===== config.mk =====
export PLATFORM = sky130hd
export DESIGN_NAME = pwm_auto_reload_timer
export DESIGN_NICKNAME = d
export VERILOG_FILES = /design/src/art_pkg.sv /design/src/pwm_auto_reload_timer.sv
export SDC_FILE = /design/constraint.sdc
export NUM_CORES = 1
export LEC_CHECK = 0
export BUFFER_PORTS_ARGS = -buffer_cell sky130_fd_sc_hd__buf_2
export CORE_UTILIZATION = 40
export DETAILED_ROUTE_END_ITERATION = 16
export GPL_TIMING_DRIVEN = 0
export PLACE_DENSITY_LB_ADDON = 0.3
export SYNTH_ARGS = -nofsm -noshare
export SYNTH_HDL_FRONTEND = slang
export SYNTH_SLANG_ARGS = --single-unit

===== constraint.sdc =====
create_clock -name clk_sys -period 3.4 [get_ports clk_sys]
set_input_delay 0.85 -clock clk_sys [delete_from_list [all_inputs] [get_ports clk_sys]]
set_output_delay 0.85 -clock clk_sys [all_outputs]
set_load 0.005 [all_outputs]

===== src/art_pkg.sv =====
// Purpose: constants shared by the auto-reload pwm timer
// Assumes: 8-bit register port, word index addressing
// Notes:   offsets are register indices on the plain port
package art_pkg;
   localparam int          NUM_CH      = 4;
   localparam int          ADDR_W      = 4;
   localparam int          DATA_W      = 8;
   localparam int          PRESC_W     = 7;
   // register offsets
   localparam logic [3:0]  OFS_CSR     = 4'h0;
   localparam logic [3:0]  OFS_CAR     = 4'h1;
   localparam logic [3:0]  OFS_ARR     = 4'h2;
   localparam logic [3:0]  OFS_CHANNEL_CONTROL_REG   = 4'h3;
   localparam logic [3:0]  OFS_DCR0    = 4'h4;
   localparam logic [3:0]  OFS_DCR3    = 4'h7;
   // control/status field positions
   localparam int          CSR_EXT_CLOCK_SELECT    = 7;
   localparam int          CSR_CC_HI   = 6;
   localparam int          CSR_CC_LO   = 4;
   localparam int          CSR_TCE     = 3;
   localparam int          CSR_FORCE_RELOAD    = 2;
   localparam int          CSR_OIE     = 1;
   localparam int          CSR_OVF     = 0;
   // channel control field positions
   localparam int          CHANNEL_CONTROL_REG_OE_LO = 4;
   localparam int          CHANNEL_CONTROL_REG_OP_LO = 0;
   // reset values and counter top
   localparam logic [7:0]  RST_REG     = 8'h00;
   localparam logic [6:0]  RST_PRESC   = 7'h00;
   localparam logic [2:0]  RST_CC      = 3'h0;
   localparam logic [3:0]  RST_NIBBLE  = 4'h0;
   localparam logic [7:0]  CNT_TOP     = 8'hff;
endpackage : art_pkg


===== src/pwm_auto_reload_timer.sv =====
// Purpose: 8-bit auto-reload timer with four pwm channels
// Assumes: sleep inputs come from logic on clk_sys
// Notes:   extClk is an asynchronous pin, synchronised here
//
// Operation
// - 8-bit counter steps on each prescaled tick
// - counter access register reads and writes live
// - overflow reloads counter, prescaler untouched
// - 7-bit prescaler, tap chosen by divide field
// - input is cpu clock or external clock
// - run enable low freezes prescaler and counter
// - reset clears counter, prescaler, selects cpu
// - force reload or counter write clears prescaler
// - prescaler has no register of its own
// - hidden compare values load at overflow only
// - enabled channel drives its pin push-pull
// - all channels share one reload period
// - overflow sets pins per channel polarity
// - compare match returns pin opposite level
// - reload zero gives full 1/256 resolution
// - pwm generation stops in deep sleep
// - overflow sets flag, enabled flag raises irq
// - external edges counted on through overflow and reload
// - interrupt wakes chip from either sleep
// - reading control/status clears overflow flag
// - force reload reads back as zero
// - polarity zero high at or below compare
// - deep sleep: registers frozen, ext counting continues
`timescale 1ns/1ns
module pwm_auto_reload_timer
   import art_pkg::*;
(
   input  wire logic              clk_sys,
   input  wire logic              rst_n,
   input  wire logic [ADDR_W-1:0] addr,
   input  wire logic [DATA_W-1:0] wrData,
   input  wire logic              wrStb,
   input  wire logic              rdStb,
   output logic      [DATA_W-1:0] rdData,
   input  wire logic              extClk,
   input  wire logic              lightSleep,
   input  wire logic              deepSleep,
   output logic      [NUM_CH-1:0] pwmOut,
   output logic      [NUM_CH-1:0] pwmOe,
   output logic                   irqReq,
   output logic                   wakeReq
);

   ////////////////////////////////////////////////////////////////
   // state
   logic              extSync1_q;
   logic              extSync2_q;
   logic              extPrev_q;
   logic              ext_clock_select_q;
   logic [2:0]        cc_q;
   logic              tce_q;
   logic              oie_q;
   logic              ovf_q;
   logic [7:0]        arr_q;
   logic [NUM_CH-1:0] oe_q;
   logic [NUM_CH-1:0] pol_q;
   logic [7:0]        dcr_q [NUM_CH];
   logic [7:0]        cmp_q [NUM_CH];
   logic [7:0]        cnt_q;
   logic [6:0]        presc_q;
   logic [7:0]        rdData_q;
   logic [NUM_CH-1:0] pwmOut_q;
   logic [NUM_CH-1:0] pwmOe_q;
   logic              irq_q;
   logic              wake_q;

   logic              regWrEn;
   logic              csrWr;
   logic              carWr;
   logic              fcrlWr;
   logic              csrRd;
   logic              inTick;
   logic              runOk;
   logic [6:0]        tapMask;
   logic              cntTick;
   logic              wrap;
   logic [3:0]        dcrIdx;

   ////////////////////////////////////////////////////////////////
   // external clock pin synchroniser and edge detect
   always_ff @(posedge clk_sys) begin
      if (!rst_n) begin
         extSync1_q <= 1'b0;
         extSync2_q <= 1'b0;
         extPrev_q  <= 1'b0;
      end else begin
         extSync1_q <= extClk;
         extSync2_q <= extSync1_q;
         extPrev_q  <= extSync2_q;
      end
   end

   ////////////////////////////////////////////////////////////////
   // decode
   // control registers frozen in deep sleep
   assign regWrEn = wrStb && !deepSleep;
   assign csrWr   = regWrEn && (addr == OFS_CSR);
   assign carWr   = regWrEn && (addr == OFS_CAR);
   // reload forced only when run enable set in same write
   assign fcrlWr  = csrWr && wrData[CSR_FORCE_RELOAD]
                    && wrData[CSR_TCE];
   assign csrRd   = rdStb && (addr == OFS_CSR);
   assign dcrIdx  = addr - OFS_DCR0;

   ////////////////////////////////////////////////////////////////
   // prescaler input and tap selection
   assign inTick  = ext_clock_select_q ? (extSync2_q && !extPrev_q)
                           : 1'b1;
   // cpu clock source stops in deep sleep, ext keeps going
   assign runOk   = tce_q && (!deepSleep || ext_clock_select_q);
   assign tapMask = 7'((8'h01 << cc_q) - 8'h01);
   assign cntTick = runOk && inTick
                    && ((presc_q & tapMask) == tapMask);
   // a software load in the same cycle preempts the wrap
   assign wrap    = cntTick && (cnt_q == CNT_TOP)
                    && !carWr && !fcrlWr;

   ////////////////////////////////////////////////////////////////
   // prescaler, not mapped to any register, cleared by counter write or force reload
   always_ff @(posedge clk_sys) begin
      if (!rst_n) begin
         presc_q <= RST_PRESC;
      end else if (carWr || fcrlWr) begin
         presc_q <= RST_PRESC;
      end else if (runOk && inTick) begin
         presc_q <= presc_q + 7'h01;
      end
   end

   ////////////////////////////////////////////////////////////////
   // counter
   always_ff @(posedge clk_sys) begin
      if (!rst_n) begin
         cnt_q <= RST_REG;
      end else if (carWr) begin
         cnt_q <= wrData;
      end else if (fcrlWr) begin
         cnt_q <= arr_q;
      end else if (wrap) begin
         cnt_q <= arr_q;
      end else if (cntTick) begin
         cnt_q <= cnt_q + 8'h01;
      end
   end

   ////////////////////////////////////////////////////////////////
   // control/status fields
   always_ff @(posedge clk_sys) begin
      if (!rst_n) begin
         ext_clock_select_q <= 1'b0;
         cc_q   <= RST_CC;
         tce_q  <= 1'b0;
         oie_q  <= 1'b0;
      end else if (csrWr) begin
         ext_clock_select_q <= wrData[CSR_EXT_CLOCK_SELECT];
         cc_q   <= wrData[CSR_CC_HI:CSR_CC_LO];
         tce_q  <= wrData[CSR_TCE];
         oie_q  <= wrData[CSR_OIE];
      end
   end

   // set wins over the clear by read
   always_ff @(posedge clk_sys) begin
      if (!rst_n) begin
         ovf_q <= 1'b0;
      end else if (wrap) begin
         ovf_q <= 1'b1;
      end else if (csrRd) begin
         ovf_q <= 1'b0;
      end
   end

   always_ff @(posedge clk_sys) begin
      if (!rst_n) begin
         arr_q <= RST_REG;
      end else if (regWrEn && addr == OFS_ARR) begin
         arr_q <= wrData;
      end
   end

   always_ff @(posedge clk_sys) begin
      if (!rst_n) begin
         oe_q  <= RST_NIBBLE;
         pol_q <= RST_NIBBLE;
      end else if (regWrEn && addr == OFS_CHANNEL_CONTROL_REG) begin
         oe_q  <= wrData[CHANNEL_CONTROL_REG_OE_LO +: NUM_CH];
         pol_q <= wrData[CHANNEL_CONTROL_REG_OP_LO +: NUM_CH];
      end
   end

   ////////////////////////////////////////////////////////////////
   // per channel duty, compare and output
   genvar ch;
   generate
      for (ch = 0; ch < NUM_CH; ch++) begin : gCh
         always_ff @(posedge clk_sys) begin
            if (!rst_n) begin
               dcr_q[ch] <= RST_REG;
            end else if (regWrEn && addr >= OFS_DCR0
                         && addr <= OFS_DCR3
                         && dcrIdx == 4'(ch)) begin
               dcr_q[ch] <= wrData;
            end
         end

         // double buffer avoids mid-period glitches
         always_ff @(posedge clk_sys) begin
            if (!rst_n) begin
               cmp_q[ch] <= RST_REG;
            end else if (wrap) begin
               cmp_q[ch] <= dcr_q[ch];
            end
         end

         // duty only visible while compare at or above reload
         always_ff @(posedge clk_sys) begin
            if (!rst_n) begin
               pwmOut_q[ch] <= 1'b0;
               pwmOe_q[ch]  <= 1'b0;
            end else if (!deepSleep) begin
               pwmOe_q[ch]  <= oe_q[ch];
               pwmOut_q[ch] <= oe_q[ch]
                  && ((cnt_q <= cmp_q[ch])
                      ^ pol_q[ch]);
            end
         end
      end
   endgenerate

   ////////////////////////////////////////////////////////////////
   // interrupt request and wake
   always_ff @(posedge clk_sys) begin
      if (!rst_n) begin
         irq_q  <= 1'b0;
         wake_q <= 1'b0;
      end else begin
         irq_q  <= ovf_q && oie_q;
         wake_q <= ovf_q && oie_q
                   && (lightSleep || deepSleep);
      end
   end

   ////////////////////////////////////////////////////////////////
   // read port, answer one cycle after the strobe
   always_ff @(posedge clk_sys) begin
      if (!rst_n) begin
         rdData_q <= RST_REG;
      end else if (rdStb) begin
         unique case (addr)
            OFS_CSR:   rdData_q <= {ext_clock_select_q, cc_q, tce_q,
                                    1'b0, oie_q, ovf_q};
            OFS_CAR:   rdData_q <= cnt_q;
            OFS_ARR:   rdData_q <= arr_q;
            OFS_CHANNEL_CONTROL_REG: rdData_q <= {oe_q, pol_q};
            4'h4, 4'h5, 4'h6, 4'h7:
                       rdData_q <= dcr_q[dcrIdx[1:0]];
            default:   rdData_q <= RST_REG;
         endcase
      end else begin
         rdData_q <= RST_REG;
      end
   end

   assign rdData  = rdData_q;
   assign pwmOut  = pwmOut_q;
   assign pwmOe   = pwmOe_q;
   assign irqReq  = irq_q;
   assign wakeReq = wake_q;
endmodule : pwm_auto_reload_timer


# == Word level (Yosys, flattened, before mapping) ==
# Memories as Yosys holds them, arrays and structs flattened.
# Index checks and enable logic that the tools add are counted.
# totals
ff_bits,59
latchBits,0
ramBits,64
mem_bits_ro,0
in_bits,19
output_inout_bits,18
wordCells,136
n_memories,2
# mem_list
name,words,word_bits,read_ports,rd_clocked_by_memory_dff,write_ports,line,text
cmp_q,4,8,4,0,4,pwm_auto_reload_timer.sv:63,logic [7:0] cmp_q [NUM_CH];
dcr_q,4,8,5,0,4,pwm_auto_reload_timer.sv:62,logic [7:0] dcr_q [NUM_CH];
# classes
add_sub_neg,4
mul,0
div,0
magnitude_cmp,6
eq_ne,12
shifts,1
n_mux,32
bitwise,14
n_reduce_logical,41
# op_table
op,count
two-way mux 8 bit,12
one-hot mux 8 bit (5 select lines),1
less-or-equal comparator 8 bit,4
logical AND 1 bit,27
two-way mux 1 bit,19
equality test 4 x 2 -> 1 bit (second input constant),4
equality test 4 x 3 -> 1 bit (second input constant),4
adder 8 x 1 -> 8 bit (second input constant),1
equality test 4 x 1 -> 1 bit (second input constant),2
equality test 8 bit (second input constant),1
logical NOT 4 bit,2
bitwise OR 1 bit,8
adder 7 x 1 -> 7 bit (second input constant),1
bitwise AND 7 bit,1
equality test 7 bit,1
left shift 1 x 3 -> 7 bit (first input constant),1
subtractor 7 x 1 -> 7 bit (second input constant),1
greater-or-equal comparator 4 x 3 -> 1 bit (second input constant),1
less-or-equal comparator 4 x 3 -> 1 bit (second input constant),1
logical NOT 1 bit,4
nonzero test 4 bit,1
OR reduction 4 bit,1
subtractor 4 x 3 -> 4 bit (second input constant),1
XOR 1 bit,4
5 further kinds,7

# == Depth between registers and ports, before layout ==
# logic_depth
word_depth,12
mapped_depth,11
ltp_nobuf,9

# == Worst setup path after synthesis ==
# No wires, ideal clock.
# synth_timing
kind,register -> register
start,register cc_q[2]
end,"memory cmp_q[0][0], enable pin"
setup_time_ns,0.389
t_arrival_ns,2.699
required_ns,3.011
path_slack_ns,0.312
stages_incl_launch_ff,9
path_buffers,1
synth_period_minus_slack_ns,3.088
path_cell_list,dfxtp_1 buf_2 or3_1 ha_1 a211o_1 a2111oi_4 and2_4 nand2_1 nand2_1
# synth_lines
item,line,text
"start, declared",pwm_auto_reload_timer.sv:55,logic [2:0] cc_q;
"start signal, assigned",pwm_auto_reload_timer.sv:161,cc_q <= wrData[CSR_CC_HI:CSR_CC_LO];
"end, declared",pwm_auto_reload_timer.sv:63,

==> results.json <==
{
  "status": "finished, final reports clean",
  "layout-drive-gt1-share": 0.1551,
  "vias": 4685,
  "drcViolationCount": 0,
  "ant_nets": 0,
  "synth_nets": 638,
  "grt_pass1_wl_mm": 25.85,
  "p_switching_w": 0.0007845,
  "worstPathMaxFanout": 32,
  "syn_area_um2": 6461,
  "pwr-share-seq": 0.446,
  "worstSetupPathType": "register to register",
  "worstHoldStart": "extSync1_q$_SDFF_PN0_",
  "p_comb_frac": 0.056,
  "syn_inst": 584,
  "fin_crit_sh": 0.9390,
  "place_area_um2": 6907,
  "die_h_um": 129.1,
  "cts_tree": "yes",
  "fin_nets": 692,
  "instances_no_fill": 867,
  "cts_buffer_depth": 2,
  "dpl.hpwl_mm": 12.53,
  "firstDrtPassIters": 5,
  "fp.coreArea_um2": 15830,
  "start_util": 0.4082,
  "worstPathArrival_ns": 3.24,
  "crit_chain": "buf_2 -> or3_1 -> ha_1 -> a211o_1 -> a2111oi_4 -> and2_4 -> nand2_1 -> nand2_2",
  "clk_latency_ns": 0.42,
  "maxSlewViolCount": 0,
  "grt_usage": 0.2130,
  "cp_num_buf_inv": 1,
  "stdcell_area_um2": 7535,
  "syn_area_per_cell_um2": 11.06,
  "gp_congestion": 0.9277,
  "grt_start_max_net_pins": 33,
  "post_drt_wl_per_cell_um": 19.05,
  "clockPowerShare": 0.499,
  "antenna_found_initial": 0,
  "synth_top_area_share": 0.2974,
  "portBuffers": 35,
  "ys_types": 52,
  "post-place-cells": 835,
  "dieWidth_um": 129.1,
  "pre_cts_ws_ns": -0.2791,
  "endpoint_kind": "register",
  "synth_area_leaders": "edfxtp_1 30%, dfxtp_1 18%, ha_1 6.8%",
  "slew_headroom": 0.2040,
  "routed_via_density": 5.404,
  "p_sw_frac": 0.2149,
  "worstMarginPinSlew_ns": 1.184,
  "synth_seq_cells": 123,
  "n_antenna_cell": 0,
  "io-pin-count": 37,
  "cp.required_ns": 3.44,
  "p_leak_nw": 3.104,
  "intPower_w": 0.002867,
  "drt_iter0_drc": 410,
  "hp-class": "register to register",
  "post_cts_buffers": 0,
  "die_area_um2": 16670,
  "crit_family": "simple AND/OR/NAND/NOR gates",
  "clock-root-buffer": "clkbuf_16",
  "final.min_clock_period_ns": 3.193,
  "ys.flop_type": "edfxtp_1",
  "powerDensity_nw_per_um2": 484.6,
  "setup_ws_ns": 0.2075,
  "cts.sinks": 123,
  "max_cap_viol_count": 0,
  "grt-ovfl-total": 0,
  "async_flop_share": 0,
  "setup_viol": 0,
  "timing.hold.ws_ns": 0.4366,
  "totalWireLength_mm": 16.51,
  "clk_pin_slew_worst_paths_ns": 0.06,
  "start_kind": "register",
  "cts_buffers": 17,
  "htree_levels": 4,
  "skew_ns": 0.008068,
  "fmax_mhz": 313.2,
  "ir_worst_vdd_mv": 0.3514,
  "yosys_warnings": 0,
  "first_global_vias": 4584,
  "cpMaxStageDelayCell": "nand2_2",
  "synth-edff-count": 64,
  "p_total_w": 0.003651,
  "rsz0062_at_grt": "no",
  "synth.cells.most_frequent": "68 x and2_1, 64 x edfxtp_1, 59 x dfxtp_1",
  "slowest_delay_ns": 0.56,
  "row_count": 46,
  "hold_viol": 0,
  "synth_most_common_cell": "and2_1",
  "worstSetupStartpoint": "cc_q[2]$_SDFFE_PN0P_",
  "yosysTopAreaCell": "edfxtp_1",
  "ys_seq_area_frac": 0.4802,
  "area_delta_synth_final_pct": 16.62,
  "timing.rr.start": "cc_q[2]$_SDFFE_PN0P_"
}
[layer usage]
| layer | track usage | wire length [µm] | vias up |
|---|---|---|---|
| li1 | - | - | 2218 |
| met1 | 0.2830 | 7431 | 2258 |
| met2 | 0.3320 | 7489 | 170 |
| met3 | 0.04335 | 1040 | 39 |
| met4 | 0.1059 | 552 | 0 |
| met5 | 0 | 0 | - |
[worst reg2reg max path, delay by kind of cell (launching register included)]
family / cells / cell delay (ns)
simple gates: 4 / 1.28
compound gates: 2 / 0.77
flops: 1 / 0.30
fa+ha+maj: 1 / 0.29
buf+inv: 1 / 0.16
[cell families (layout without fill, tap and decap cells)]
family,count (synthesis),after routing,synth area share
buf+inv,62,129,0.04125
flops,123,123,0.4802
simple gates,218,218,0.1997
fa+ha+maj,35,35,0.06778
xor+xnor,12,12,0.01627
compound gates,91,91,0.09895
mux,43,43,0.09586
[layout make-up]
| cell class | count | area (µm²) |
|---|---|---|
| plain buffers | 29 | 142.6 |
| clock buffers | 26 | 584.3 |
| multi-input cells | 399 | 3094 |
| well taps | 216 | 270.3 |
| clock inverters | 6 | 41.29 |
| fillers | 1441 | 8293 |
| repair buffers | 35 | 175.2 |
| flip-flops and latches | 123 | 3103 |
| inverters | 33 | 123.9 |
[power by group through the flow]
stage                     clock network, W  logic, W  registers [W]
after floorplan                          0  0.000131        0.00164
after global placement                   0  0.000197        0.00165
after detailed placement                 0  0.000202        0.00166
after CTS                          0.00184  0.000205        0.00163
after global routing               0.00191  0.000223        0.00163
final                              0.00182  0.000204        0.00163
[sequential cells by signal (all words and copies together) (netlist names)]
register            count
arr_q                   8
cnt_q                   8
irqReq                  1
extSync2_q              1
oe_q                    4
oie_q                   1
pwmOut                  4
pwmOe                   4
extPrev_q               1
presc_q                 7
wakeReq                 1
ovf_q                   1
dcr_q                  32
cc_q                    3
ext_clock_select_q      1
cmp_q                  32
extSync1_q              1
tce_q                   1
rdData                  8
pol_q                   4
[worst paths after layout]
path	cells after the start	slack, ns	endpoint
setup / recovery	8	0.21	cmp_q[1][0]$_SDFFCE_PN0P_
hold / removal	1	0.44	extSync2_q$_SDFF_PN0_
setup reg to reg	8	0.21	cmp_q[1][0]$_SDFFCE_PN0P_
hold reg to reg	1	0.44	extSync2_q$_SDFF_PN0_
[metrics by stage]
step / util / setup TNS [ns]
finish: 0.4760 / 0
global route: 0.4760 / 0
global placement: 0.4364 / -8.903
floorplan: - / 0
CTS: 0.4760 / 0
detailed placement: 0.4364 / -10.84
[layout by cell type, fill, tap and decap left out, types with 23 or more instances in the layout]
cell type | netlist | routed
dfxtp_1 | 59 | 59
inv_1 | 33 | 33
a21oi_1 | 23 | 23
ha_1 | 35 | 35
nor2_1 | 30 | 30
buf_2 | 6 | 41
mux2i_1 | 27 | 27
edfxtp_1 | 64 | 64
and2_1 | 68 | 68
nor2b_1 | 31 | 31
[repair_timing]
action	in CTS	in global routing
cloned	0	0
endpoints found under the setup margin	32	8
endpoints found under the hold margin	0	0
pin swaps	0	0
gates resized for setup	1	1
hold buffers	0	0
Power figures use the tool's default switching activity.
